==> src/tcat_defines.vh <==
// Constants for the two-channel touch acquisition block.
// Assumes a 20 MHz system clock and word-addressed Avalon-MM registers.
`ifndef TCAT_DEFINES_VH
`define TCAT_DEFINES_VH

// System clock and charge-transfer rate.
`define TCAT_CLK_HZ          20000000
`define TCAT_XFER_HZ         500000
`define TCAT_XFER_DIV        (`TCAT_CLK_HZ / `TCAT_XFER_HZ)

// Basic timing interval, in microseconds and in clock cycles.
`define TCAT_BASE_INTERVAL_US 16000
`define TCAT_BASE_INTERVAL_CYC (`TCAT_BASE_INTERVAL_US * (`TCAT_CLK_HZ / 1000000))

// Register word offsets.
`define TCAT_REG_CTRL        3'h0
`define TCAT_REG_CHAN_A      3'h1
`define TCAT_REG_CHAN_B      3'h2
`define TCAT_REG_MAXON       3'h3
`define TCAT_REG_STATUS      3'h4
`define TCAT_REG_LEVEL_A     3'h5
`define TCAT_REG_LEVEL_B     3'h6

// Control register fields.
`define TCAT_CTRL_SLEEP_LSB  0
`define TCAT_CTRL_RISE_LSB   8
`define TCAT_CTRL_FALL_LSB   16
`define TCAT_CTRL_FAST_BIT   24

// Channel register fields.
`define TCAT_CHAN_THR_LSB    0
`define TCAT_CHAN_HYS_LSB    8
`define TCAT_CHAN_TGT_LSB    16

// Reset values.
`define TCAT_RST_SLEEP       8'h01
`define TCAT_RST_RISE        8'h64
`define TCAT_RST_FALL        8'h02
`define TCAT_RST_FAST        1'b1
`define TCAT_RST_THR         5'h06
`define TCAT_RST_HYS         5'h02
`define TCAT_RST_TGT_M1      8'h09
`define TCAT_RST_MAXON       8'h0E

// Special values.
`define TCAT_RATE_OFF        8'hFF
`define TCAT_REL_TGT_M1_MAX  8'h05

`endif

==> src/tcat_acq.v <==
// Burst sequencing, drift tracking and detection for two touch channels.
// Assumes comparator pins that rise when a channel's measurement completes.
//
// Implementation choices: the register offsets and the Avalon-MM register port.
`timescale 1ns/1ns
`include "tcat_defines.vh"

module tcat_acq #(
    parameter BASE_INTERVAL_CYC = `TCAT_BASE_INTERVAL_CYC,
    parameter XFER_DIV          = `TCAT_XFER_DIV,
    parameter [15:0] MAX_XFER   = 16'hFFFF
) (
    // Clock and reset.
    input  wire        clk_sys_i,
    input  wire        rst_i,
    // Avalon-MM register slave.
    input  wire [2:0]  avs_address_i,
    input  wire        avs_read_i,
    input  wire        avs_write_i,
    input  wire [31:0] avs_writedata_i,
    output reg  [31:0] avs_readdata_o,
    output reg         avs_waitrequest_o,
    // Sense channel pins.
    input  wire        cmp_a_i,
    input  wire        cmp_b_i,
    output reg         xfer_a_o,
    output reg         xfer_b_o,
    // Detect outputs.
    output reg         detect_a_o,
    output reg         detect_b_o
);

    localparam [1:0] ST_BURST_B = 2'h0;
    localparam [1:0] ST_BURST_A = 2'h1;
    localparam [1:0] ST_EVAL    = 2'h2;
    localparam [1:0] ST_SLEEP   = 2'h3;

    function [15:0] dev_f;
        input [15:0] ref_v;
        input [15:0] sig_v;
        begin
            if (sig_v < ref_v) begin
                dev_f = ref_v - sig_v;
            end else begin
                dev_f = 16'h0000;
            end
        end
    endfunction

    // Release count target is the confirm target capped at six.
    function [2:0] rel_tgt_f;
        input [7:0] tgt_v;
        reg   [7:0] lim_v;
        begin
            if (tgt_v > `TCAT_REL_TGT_M1_MAX) begin
                lim_v = `TCAT_REL_TGT_M1_MAX;
            end else begin
                lim_v = tgt_v;
            end
            rel_tgt_f = lim_v[2:0];
        end
    endfunction

    reg  [7:0]  sleep_r;
    reg  [7:0]  rise_r;
    reg  [7:0]  fall_r;
    reg         fast_sel_r;
    reg  [7:0]  maxon_r;
    reg  [4:0]  thr_r      [0:1];
    reg  [4:0]  hys_r      [0:1];
    reg  [7:0]  tgt_r      [0:1];
    reg  [15:0] sig_r      [0:1];
    reg  [15:0] ref_r      [0:1];
    reg  [7:0]  conf_r     [0:1];
    reg  [2:0]  rel_r      [0:1];
    reg  [7:0]  mo_r       [0:1];
    reg  [7:0]  mo_pre_r   [0:1];
    reg         det_r      [0:1];
    reg         cal_r      [0:1];
    reg  [1:0]  state_r;
    reg  [31:0] cyc_r;
    reg  [7:0]  ti_num_r;
    reg  [15:0] xdiv_r;
    reg  [15:0] xcnt_r;
    reg  [7:0]  pre_r;
    reg  [7:0]  rise_cnt_r;
    reg  [7:0]  fall_cnt_r;
    reg  [1:0]  cmp_a_s_r;
    reg  [1:0]  cmp_b_s_r;
    reg  [31:0] rd_nxt;
    reg         fast_now;
    integer     i;
    integer     j;

    wire        wr_en    = avs_write_i & ~avs_waitrequest_o;
    wire        xfer_en  = (xdiv_r == XFER_DIV[15:0] - 16'h0001);
    wire        cmp_cur  = (state_r == ST_BURST_B) ? cmp_b_s_r[1] : cmp_a_s_r[1];
    wire        burst_end = (xcnt_r != 16'h0000) & (cmp_cur | (xcnt_r == MAX_XFER));
    wire        slept    = (sleep_r != 8'h00);
    wire        drift_unit = slept | (pre_r[3:0] == 4'hF);
    wire        ti_end   = (cyc_r == BASE_INTERVAL_CYC - 1);
    wire        ti_reach = (({1'b0, ti_num_r} + {8'h00, ti_end}) >= {1'b0, sleep_r});
    wire        rise_due = drift_unit & (rise_cnt_r >= rise_r) & (rise_r != `TCAT_RATE_OFF);
    wire        fall_due = drift_unit & (fall_cnt_r >= fall_r) & (fall_r != `TCAT_RATE_OFF);

    // Comparator pins pass two flip-flops before use.
    always @(posedge clk_sys_i) begin
        if (rst_i) begin
            cmp_a_s_r <= 2'b00;
            cmp_b_s_r <= 2'b00;
        end else begin
            cmp_a_s_r <= {cmp_a_s_r[0], cmp_a_i};
            cmp_b_s_r <= {cmp_b_s_r[0], cmp_b_i};
        end
    end

    // Register slave answers one cycle after a request appears.
    always @* begin
        rd_nxt = 32'h00000000;
        case (avs_address_i)
            `TCAT_REG_CTRL: begin
                rd_nxt = {7'h00, fast_sel_r, fall_r, rise_r, sleep_r};
            end
            `TCAT_REG_CHAN_A: begin
                rd_nxt = {8'h00, tgt_r[0], 3'h0, hys_r[0], 3'h0, thr_r[0]};
            end
            `TCAT_REG_CHAN_B: begin
                rd_nxt = {8'h00, tgt_r[1], 3'h0, hys_r[1], 3'h0, thr_r[1]};
            end
            `TCAT_REG_MAXON: begin
                rd_nxt = {24'h000000, maxon_r};
            end
            `TCAT_REG_STATUS: begin
                rd_nxt = {28'h0000000, cal_r[1], cal_r[0], det_r[1], det_r[0]};
            end
            `TCAT_REG_LEVEL_A: begin
                rd_nxt = {ref_r[0], sig_r[0]};
            end
            `TCAT_REG_LEVEL_B: begin
                rd_nxt = {ref_r[1], sig_r[1]};
            end
            default: begin
                rd_nxt = 32'h00000000;
            end
        endcase
    end

    always @(posedge clk_sys_i) begin
        if (rst_i) begin
            avs_waitrequest_o <= 1'b1;
            avs_readdata_o    <= 32'h00000000;
        end else begin
            avs_waitrequest_o <= ~((avs_read_i | avs_write_i) & avs_waitrequest_o);
            if (avs_read_i & avs_waitrequest_o) begin
                avs_readdata_o <= rd_nxt;
            end
        end
    end

    // Configuration registers.
    always @(posedge clk_sys_i) begin
        if (rst_i) begin
            sleep_r    <= `TCAT_RST_SLEEP;
            rise_r     <= `TCAT_RST_RISE;
            fall_r     <= `TCAT_RST_FALL;
            fast_sel_r <= `TCAT_RST_FAST;
            maxon_r    <= `TCAT_RST_MAXON;
            for (j = 0; j < 2; j = j + 1) begin
                thr_r[j] <= `TCAT_RST_THR;
                hys_r[j] <= `TCAT_RST_HYS;
                tgt_r[j] <= `TCAT_RST_TGT_M1;
            end
        end else if (wr_en) begin
            case (avs_address_i)
                `TCAT_REG_CTRL: begin
                    sleep_r    <= avs_writedata_i[`TCAT_CTRL_SLEEP_LSB +: 8];
                    rise_r     <= avs_writedata_i[`TCAT_CTRL_RISE_LSB +: 8];
                    fall_r     <= avs_writedata_i[`TCAT_CTRL_FALL_LSB +: 8];
                    fast_sel_r <= avs_writedata_i[`TCAT_CTRL_FAST_BIT];
                end
                `TCAT_REG_CHAN_A: begin
                    thr_r[0] <= avs_writedata_i[`TCAT_CHAN_THR_LSB +: 5];
                    hys_r[0] <= avs_writedata_i[`TCAT_CHAN_HYS_LSB +: 5];
                    tgt_r[0] <= avs_writedata_i[`TCAT_CHAN_TGT_LSB +: 8];
                end
                `TCAT_REG_CHAN_B: begin
                    thr_r[1] <= avs_writedata_i[`TCAT_CHAN_THR_LSB +: 5];
                    hys_r[1] <= avs_writedata_i[`TCAT_CHAN_HYS_LSB +: 5];
                    tgt_r[1] <= avs_writedata_i[`TCAT_CHAN_TGT_LSB +: 8];
                end
                `TCAT_REG_MAXON: begin
                    maxon_r <= avs_writedata_i[7:0];
                end
                default: begin
                    sleep_r <= sleep_r;
                end
            endcase
        end
    end

    // Fast pacing holds while any confirm or release counter is mid-count.
    always @* begin
        fast_now = fast_sel_r & ((conf_r[0] != 8'h00) | (conf_r[1] != 8'h00) |
                                 (rel_r[0] != 3'h0) | (rel_r[1] != 3'h0));
    end

    // Burst sequencer and interval timer.
    always @(posedge clk_sys_i) begin
        if (rst_i) begin
            state_r  <= ST_BURST_B;
            cyc_r    <= 32'h00000000;
            ti_num_r <= 8'h00;
            xdiv_r   <= 16'h0000;
            xcnt_r   <= 16'h0000;
            xfer_a_o <= 1'b0;
            xfer_b_o <= 1'b0;
            sig_r[0] <= 16'h0000;
            sig_r[1] <= 16'h0000;
        end else begin
            xfer_a_o <= 1'b0;
            xfer_b_o <= 1'b0;
            if (cyc_r == BASE_INTERVAL_CYC - 1) begin
                cyc_r <= 32'h00000000;
                if (ti_num_r != 8'hFF) begin
                    ti_num_r <= ti_num_r + 8'h01;
                end
            end else begin
                cyc_r <= cyc_r + 32'h00000001;
            end
            if ((state_r == ST_BURST_B) | (state_r == ST_BURST_A)) begin
                xdiv_r <= xfer_en ? 16'h0000 : xdiv_r + 16'h0001;
            end
            case (state_r)
                ST_BURST_B: begin
                    if (burst_end) begin
                        sig_r[1] <= xcnt_r;
                        xcnt_r   <= 16'h0000;
                        xdiv_r   <= 16'h0000;
                        state_r  <= ST_BURST_A;
                    end else if (xfer_en) begin
                        xfer_b_o <= 1'b1;
                        xcnt_r   <= xcnt_r + 16'h0001;
                    end
                end
                ST_BURST_A: begin
                    if (burst_end) begin
                        sig_r[0] <= xcnt_r;
                        xcnt_r   <= 16'h0000;
                        xdiv_r   <= 16'h0000;
                        state_r  <= ST_EVAL;
                    end else if (xfer_en) begin
                        xfer_a_o <= 1'b1;
                        xcnt_r   <= xcnt_r + 16'h0001;
                    end
                end
                ST_EVAL: begin
                    state_r <= ST_SLEEP;
                end
                ST_SLEEP: begin
                    if (~slept | fast_now | ti_reach) begin
                        state_r  <= ST_BURST_B;
                        cyc_r    <= 32'h00000000;
                        ti_num_r <= 8'h00;
                    end
                end
                default: begin
                    state_r <= ST_BURST_B;
                end
            endcase
        end
    end

    // Period prescaler and shared drift timers.
    always @(posedge clk_sys_i) begin
        if (rst_i) begin
            pre_r      <= 8'h00;
            rise_cnt_r <= 8'h00;
            fall_cnt_r <= 8'h00;
        end else if (state_r == ST_EVAL) begin
            pre_r <= pre_r + 8'h01;
            if (drift_unit) begin
                rise_cnt_r <= (rise_cnt_r >= rise_r) ? 8'h00 : rise_cnt_r + 8'h01;
                fall_cnt_r <= (fall_cnt_r >= fall_r) ? 8'h00 : fall_cnt_r + 8'h01;
            end
        end
    end

    // Per-channel calibration, drift, integration and max-on.
    always @(posedge clk_sys_i) begin
        if (rst_i) begin
            detect_a_o <= 1'b0;
            detect_b_o <= 1'b0;
            for (i = 0; i < 2; i = i + 1) begin
                ref_r[i]  <= 16'h0000;
                conf_r[i] <= 8'h00;
                rel_r[i]  <= 3'h0;
                mo_r[i]   <= 8'h00;
                mo_pre_r[i] <= 8'h00;
                det_r[i]  <= 1'b0;
                cal_r[i]  <= 1'b1;
            end
        end else begin
            detect_a_o <= det_r[0];
            detect_b_o <= det_r[1];
            if (state_r == ST_EVAL) begin
                for (i = 0; i < 2; i = i + 1) begin
                    if (cal_r[i]) begin
                        ref_r[i]    <= sig_r[i];
                        conf_r[i]   <= 8'h00;
                        rel_r[i]    <= 3'h0;
                        mo_r[i]     <= 8'h00;
                        mo_pre_r[i] <= 8'h00;
                        det_r[i]    <= 1'b0;
                        cal_r[i]    <= 1'b0;
                    end else if (~det_r[i]) begin
                        mo_r[i]     <= 8'h00;
                        mo_pre_r[i] <= 8'h00;
                        if (dev_f(ref_r[i], sig_r[i]) >= {11'h000, thr_r[i]}) begin
                            if (conf_r[i] == tgt_r[i]) begin
                                det_r[i]  <= 1'b1;
                                conf_r[i] <= 8'h00;
                            end else begin
                                conf_r[i] <= conf_r[i] + 8'h01;
                            end
                        end else begin
                            conf_r[i] <= 8'h00;
                            if (rise_due & (sig_r[i] > ref_r[i])) begin
                                ref_r[i] <= ref_r[i] + 16'h0001;
                            end else if (fall_due & (sig_r[i] < ref_r[i])) begin
                                ref_r[i] <= ref_r[i] - 16'h0001;
                            end
                        end
                    end else begin
                        // Reference frozen while detecting.
                        if (({1'b0, dev_f(ref_r[i], sig_r[i])} + {12'h000, hys_r[i]}) <
                            {12'h000, thr_r[i]}) begin
                            if (rel_r[i] == rel_tgt_f(tgt_r[i])) begin
                                det_r[i] <= 1'b0;
                                rel_r[i] <= 3'h0;
                            end else begin
                                rel_r[i] <= rel_r[i] + 3'h1;
                            end
                        end else begin
                            rel_r[i] <= 3'h0;
                        end
                        // Each channel times its own max-on span from its detection start.
                        if (maxon_r != `TCAT_RATE_OFF) begin
                            if (slept ? (mo_pre_r[i][3:0] != 4'hF) : (mo_pre_r[i] != 8'hFF)) begin
                                mo_pre_r[i] <= mo_pre_r[i] + 8'h01;
                            end else if (mo_r[i] == maxon_r) begin
                                mo_pre_r[i] <= 8'h00;
                                cal_r[i]    <= 1'b1;
                                det_r[i]    <= 1'b0;
                                rel_r[i]    <= 3'h0;
                            end else begin
                                mo_pre_r[i] <= 8'h00;
                                mo_r[i]     <= mo_r[i] + 8'h01;
                            end
                        end
                    end
                end
            end
        end
    end

endmodule

==> config.mk <==
export PLATFORM = sky130hd
export DESIGN_NAME = tcat_acq
export DESIGN_NICKNAME = d
export VERILOG_FILES = /design/src/tcat_acq.v
export VERILOG_INCLUDE_DIRS = /design/src
export SDC_FILE = /design/constraint.sdc
export NUM_CORES = 1
export LEC_CHECK = 0
export BUFFER_PORTS_ARGS = -buffer_cell sky130_fd_sc_hd__buf_2
export CAP_MARGIN = 0
export CORE_MARGIN = 1
export CORE_UTILIZATION = 50
export DETAILED_ROUTE_END_ITERATION = 8
export MAX_ROUTING_LAYER = met4
export PLACE_DENSITY_LB_ADDON = 0.15
export SYNTH_ARGS = -nofsm -noshare
export SYNTH_HDL_FRONTEND = slang
export SYNTH_SLANG_ARGS = --single-unit
export TNS_END_PERCENT = 30
==> constraint.sdc <==
create_clock -name clk_sys_i -period 13.4 [get_ports clk_sys_i]
set_input_delay 0 -clock clk_sys_i [delete_from_list [all_inputs] [get_ports clk_sys_i]]
set_output_delay 0 -clock clk_sys_i [all_outputs]
set_load 0.03 [all_outputs]
==> run summary, run 1 <==
Status: finished clean
DIE AREA: 0.0419 sq mm
DIE WIDTH: 205 microns
Initial Util: 51.3%
Clk pin slew, worst setup/hold paths: 60 ps
Max incr delay on CP: 690 ps
Vias in the first global route: 16,900
Clock tree buffer depth: 3
Final setup fails: 0
Predominant post-synthesis flop cell: dfxtp_1
Post-route DRC: 0
Starting DRT DRC Count: 1,474
Critical path peak fanout: 14
Max IR drop VDD: 0.000113 V
Post-synth EDFFs: 157
ANT cells: 0
Clk root buf: clkbuf_16
Area after DPL: 0.0213 sq mm
TritonCTS clock tree: done
Detailed Route WL: 60.0 mm
Worst slew pin tran: 1310 ps
First-pass GRT wire length: 94.2 mm
Clk sinks: 326
Gp weighted congestion: 0.958
Yosys Warn Count: 0
Final setup TNS: 0 ps
Distinct cells, synth: 108
Post-cts sizing count: 0
IO Pins: 78
Reg power frac: 44.0%
DPL Wire Length: 45.0 mm
Mapped Area: 0.0206 sq mm
Grt total ovfl: 0
Share of layout cells above drive strength 1: 9.20%
Fin. max-slew vios: 0
Critical Path Slowest Stage Cell: a2111oi_0
I/O Buffers: 70
Startpoint class of the critical path: flop
Final Hold Viols: 0
Maxcap violations: 0
Post-Place Worst Slack: 5330 ps
Syn_area_per_cell: 9.09 sq um
Fmax: 121 MHz
Slew HR: 11.8%
Kind of critical path: reg2reg
Most frequent cells in the layout: 271 x nor2_1, 189 x nand2_1, 169 x dfxtp_1
Unrepaired setup endpoints after global routing: no
Initial antenna violation count: 0
Synthesized Nets: 2,431
Switching pwr: 683 uW
Sw Ratio: 27.0%
Mapped Cells: 2,261
Worst setup margin: 5100 ps
Yosys reg bits: 326
Tot Pwr: 2530 uW
CTS Buf Count: 38
Gate power share: 13.1%
Final instance area: 0.0230 sq mm
Global Route Usage Sum: 30.0%
Depth of the CTS H-tree: 2
Post-CTS setup buffers: 0
Area of the multi-input gates: 0.0116 sq mm
Via count: 17,600
Rows: 73
FF/Latch Area: 0.00810 sq mm
Vias per cell: 6.06
Cts hold-fix bufs: 36
Synth async-reset ratio: 0%
Internal: 1850 uW
Core Area: 0.0401 sq mm
DRT Pass-1 Iters: 5
Req. time, crit path: 13,830 ps
Crit path DAT: 8730 ps
Period utilization: 61.9%
Layout Skew: 24.1 ps
Sequential fraction of the synthesis area: 39.4%
PwrDens: 110 mW/mm^2
Static Leak: 0.00903 uW
Remaining antenna violation count: 0
Most used cell, CP: a21o_1
Worst setup EP type: flop
Nets: 2,510
Min Clock Period, post-route: 8300 ps
Largest net degree at the start of global routing: 50
Worst-Skew Late Latency: 580 ps
Most common library cell in the layout ignoring fill and taps: nor2_1
HP Class: in2reg
Wire per inst: 20.7 microns
Clock share of power: 42.9%
Synth-to-Final Area Change: 11.9%
Fill cell count: 3,569
Die H: 205 microns
-- power by group through the flow --
stage,clock network (uW),logic [uW],registers (uW)
final,1090,331,1110
after global routing,1140,364,1120
after CTS,1100,327,1110
after detailed placement,0,318,1130
after global placement,0,310,1130
after floorplan,0,234,1120
-- critical path: cells and delay by family (launching register included) --
kind                       cells  cell delay, ps
AOI/OAI and AO/OA             15            4270
and+or+nand+nor               10            1630
adders and majority gates      4            1130
buffers and inverters          3             630
DFF                            1             440
-- routing by layer --
metal	routed length [microns]	track usage, %	share of wire (%)
met5	0	-	0
met4	2360	12.8	3.9
met3	4330	3.85	7.2
met2	26700	45.0	44
met1	26700	40.7	44
-- final timing paths --
path                            end  slack [ps]  cells after the start             start
setup reg to reg       ref_r[1][15]        5100                     32       ref_r[1][0]
hold reg to reg            cyc_r[0]         460                      1          cyc_r[0]
setup / recovery       ref_r[1][15]        5100                     32       ref_r[1][0]
hold / removal    avs_readdata_o[0]         170                      4  avs_address_i[1]
-- registers in the layout (all words and copies together), names as in the netlist, 10 cells and up --
name,cells
xdiv_r,16
avs_readdata_o,32
thr_r,10
cyc_r,32
ref_r,32
sig_r,32
hys_r,10
tgt_r,16
conf_r,16
mo_pre_r,16
mo_r,16
xcnt_r,16
-- stage by stage --
stage	instances	util, %	hold slack, ps
after floorplan	2261	-	116
after global placement	2789	53.2	214
after detailed placement	2789	53.2	217
after CTS	2895	57.4	156
after global routing	2895	57.4	188
final	2895	57.4	172
-- Yosys cell counts, types with 9 or more instances --
| master | n | area [sq um] |
|---|---|---|
| nor4_1 | 28 | 175 |
| a211o_1 | 9 | 78.8 |
| nand2b_1 | 26 | 163 |
| o221ai_1 | 24 | 210 |
| o21ai_1 | 10 | 50.1 |
| nand4_1 | 38 | 238 |
| and3_1 | 48 | 300 |
| nor2_1 | 271 | 1020 |
| a21oi_1 | 107 | 536 |
| nor2b_1 | 23 | 144 |
| o211ai_1 | 16 | 120 |
| mux2i_1 | 37 | 370 |
| or3_1 | 16 | 100 |
| xnor2_1 | 82 | 718 |
| a211oi_1 | 14 | 105 |
| nand3_1 | 99 | 495 |
| inv_1 | 138 | 518 |
| dfxtp_1 | 169 | 3380 |
| edfxtp_1 | 157 | 4710 |
| o2bb2ai_2 | 10 | 150 |
| ha_1 | 124 | 1550 |
| clkbuf_1 | 64 | 240 |
| and2_1 | 41 | 257 |
| a31oi_1 | 13 | 81.3 |
| nand2_1 | 189 | 709 |
| a21o_1 | 22 | 165 |
| a22oi_1 | 52 | 390 |
| o21a_1 | 11 | 82.6 |
| xor2_1 | 111 | 972 |
| o21ai_0 | 69 | 345 |
| nor3_1 | 46 | 230 |
-- cell families (layout without fill, tap and decap cells) --
family	count (synthesis)	after routing	share of synthesized area, %
muxes	44	44	2.30
AOI/OAI and AO/OA	454	454	15.7
xor gates and xnor gates	195	195	8.41
buffers and inverters	221	330	4.40
adders and majority gates	129	129	8.04
and+or+nand+nor	892	892	21.7
DFF	326	326	39.4
-- final cells by class --
class	count	share of cell area [%]
Clock inverter	18	0.898
Sequential cell	326	35.2
Clock buffer	52	4.85
Multi-Input combinational cell	1714	50.3
Tap cell	525	2.86
Inverter	138	2.25
Timing Repair Buffer	122	3.61
Power figures use the tool's default switching activity.
==> run 2, diff against run 1 <==
==> constraint.sdc (replaced) <==
create_clock -name clk_sys_i -period 8.5 [get_ports clk_sys_i]
set_input_delay 0 -clock clk_sys_i [delete_from_list [all_inputs] [get_ports clk_sys_i]]
set_output_delay 0 -clock clk_sys_i [all_outputs]
set_load 0.03 [all_outputs]
==> run 2 against run 1 <==
Effect of this change:
- hold slack improved by 9.3 ps
- count of clock-buffer cells in the layout fell by 7
- routed wire length hardly changed
- die area unchanged
- first-iteration DRC count decreased by 2.6%
- via count fell by 0.41%
- clock power grew 61%
- cell count increased by 0.10%
==> run summary, run 2 (synthesis results as in run 1) <==
Critical path peak fanout: 14
DIE WIDTH: 205 microns
Detailed Route WL: 60.0 mm
Clock tree buffer depth: 3
First-pass GRT wire length: 93.1 mm
Largest net degree at the start of global routing: 53
Wire per inst: 20.7 microns
HP Class: in2reg
DRT Pass-1 Iters: 6
Post-CTS setup buffers: 0
Starting DRT DRC Count: 1,435
Die H: 205 microns
Reg power frac: 43.4%
Rows: 73
Final setup TNS: 0 ps
Nets: 2,513
Worst setup EP type: flop
Unrepaired setup endpoints after global routing: no
Maxcap violations: 0
Vias in the first global route: 16,300
Remaining antenna violation count: 0
Via count: 17,500
Gp weighted congestion: 1.03
Fmax: 127 MHz
Clk pin slew, worst setup/hold paths: 60 ps
Startpoint class of the critical path: flop
Most common library cell in the layout ignoring fill and taps: nor2_1
Static Leak: 0.00904 uW
Slew HR: 13.8%
Crit path DAT: 8210 ps
Tot Pwr: 4040 uW
Grt total ovfl: 0
Final setup fails: 0
Min Clock Period, post-route: 7880 ps
CTS Buf Count: 39
I/O Buffers: 70
PwrDens: 176 mW/mm^2
Most frequent cells in the layout: 271 x nor2_1, 189 x nand2_1, 169 x dfxtp_1
Depth of the CTS H-tree: 2
Reg2reg setup slack: 620 ps
IO Pins: 78
Max incr delay on CP: 690 ps
Fin. max-slew vios: 0
Clk sinks: 326
Switching pwr: 1100 uW
Layout Skew: 25.2 ps
Clock share of power: 43.6%
Core Area: 0.0401 sq mm
Kind of critical path: reg2reg
Status: finished clean
Sw Ratio: 27.2%
Clk root buf: clkbuf_16
Initial antenna violation count: 0
TritonCTS clock tree: done
DIE AREA: 0.0419 sq mm
Worst slew pin tran: 1280 ps
Critical Path Slowest Stage Cell: a2111oi_0
Vias per cell: 6.03
Synth-to-Final Area Change: 12.1%
DPL Wire Length: 45.1 mm
Period utilization: 92.7%
Worst-Skew Late Latency: 570 ps
Internal: 2940 uW
Final Hold Viols: 0
Share of layout cells above drive strength 1: 9.31%
Max IR drop VDD: 0.000230 V
Post-route DRC: 0
Initial Util: 51.3%
Global Route Usage Sum: 29.7%
ANT cells: 0
Most used cell, CP: a21o_1
Gate power share: 13.0%
Req. time, crit path: 8830 ps
## run 2: layout make-up
| type | count | area [sq um] |
|---|---|---|
| fill | 3573 | 17100 |
| timing repair buffer | 124 | 846 |
| sequential | 326 | 8100 |
| clock inverter | 26 | 317 |
| tap | 525 | 657 |
| multi-input combinational | 1714 | 11600 |
| clock buffer | 45 | 1020 |
| inverter | 138 | 518 |
## run 2: power groups by stage
stage | sequential (uW) | clock [uW] | combinational, uW
floorplan | 1770 | 0 | 369
global placement | 1790 | 0 | 492
detailed placement | 1790 | 0 | 503
CTS | 1750 | 1780 | 519
global route | 1760 | 1850 | 574
finish | 1760 | 1760 | 526
## run 2: worst max-delay path, delay by kind of cell (launching register included)
family | cells | cell delay, ps
simple gates | 11 | 1400
buf+inv | 4 | 530
compound gates | 15 | 4210
flops | 1 | 440
fa+ha+maj | 4 | 1050
## run 2: metrics by stage
stage,setup slack (ps),instances,area (sq um),utilization (%),hold WS (ps)
global route,149,2898,23000,57.4,213
detailed placement,934,2791,21300,53.2,215
global placement,1010,2791,21300,53.2,213
finish,619,2898,23000,57.4,181
CTS,850,2898,23000,57.4,160
floorplan,1790,2261,20600,-,116
## run 2: repair_timing
action,CTS,global route
gates resized for setup,0,0
endpoints found under the hold margin,92,0
hold buffers,36,0
setup endpoints to repair,0,0
## run 2: path summary, 6_finish.rpt
check	startpoint	end	depth (start not counted)
min	avs_writedata_i[24]	fast_sel_r	4
min reg2reg	cmp_a_s_r[0]	cmp_a_s_r[1]	1
max reg2reg	ref_r[1][0]	ref_r[1][15]	34
max	ref_r[1][0]	ref_r[1][15]	34
## run 2: metal layers
layer | GRT usage, % | up-vias | share of wire (%)
li1 | - | 8307 | -
met1 | 40.1 | 8398 | 45
met2 | 44.7 | 650 | 44
met3 | 4.01 | 130 | 7.3
met4 | 12.1 | 0 | 4.0
met5 | - | - | 0
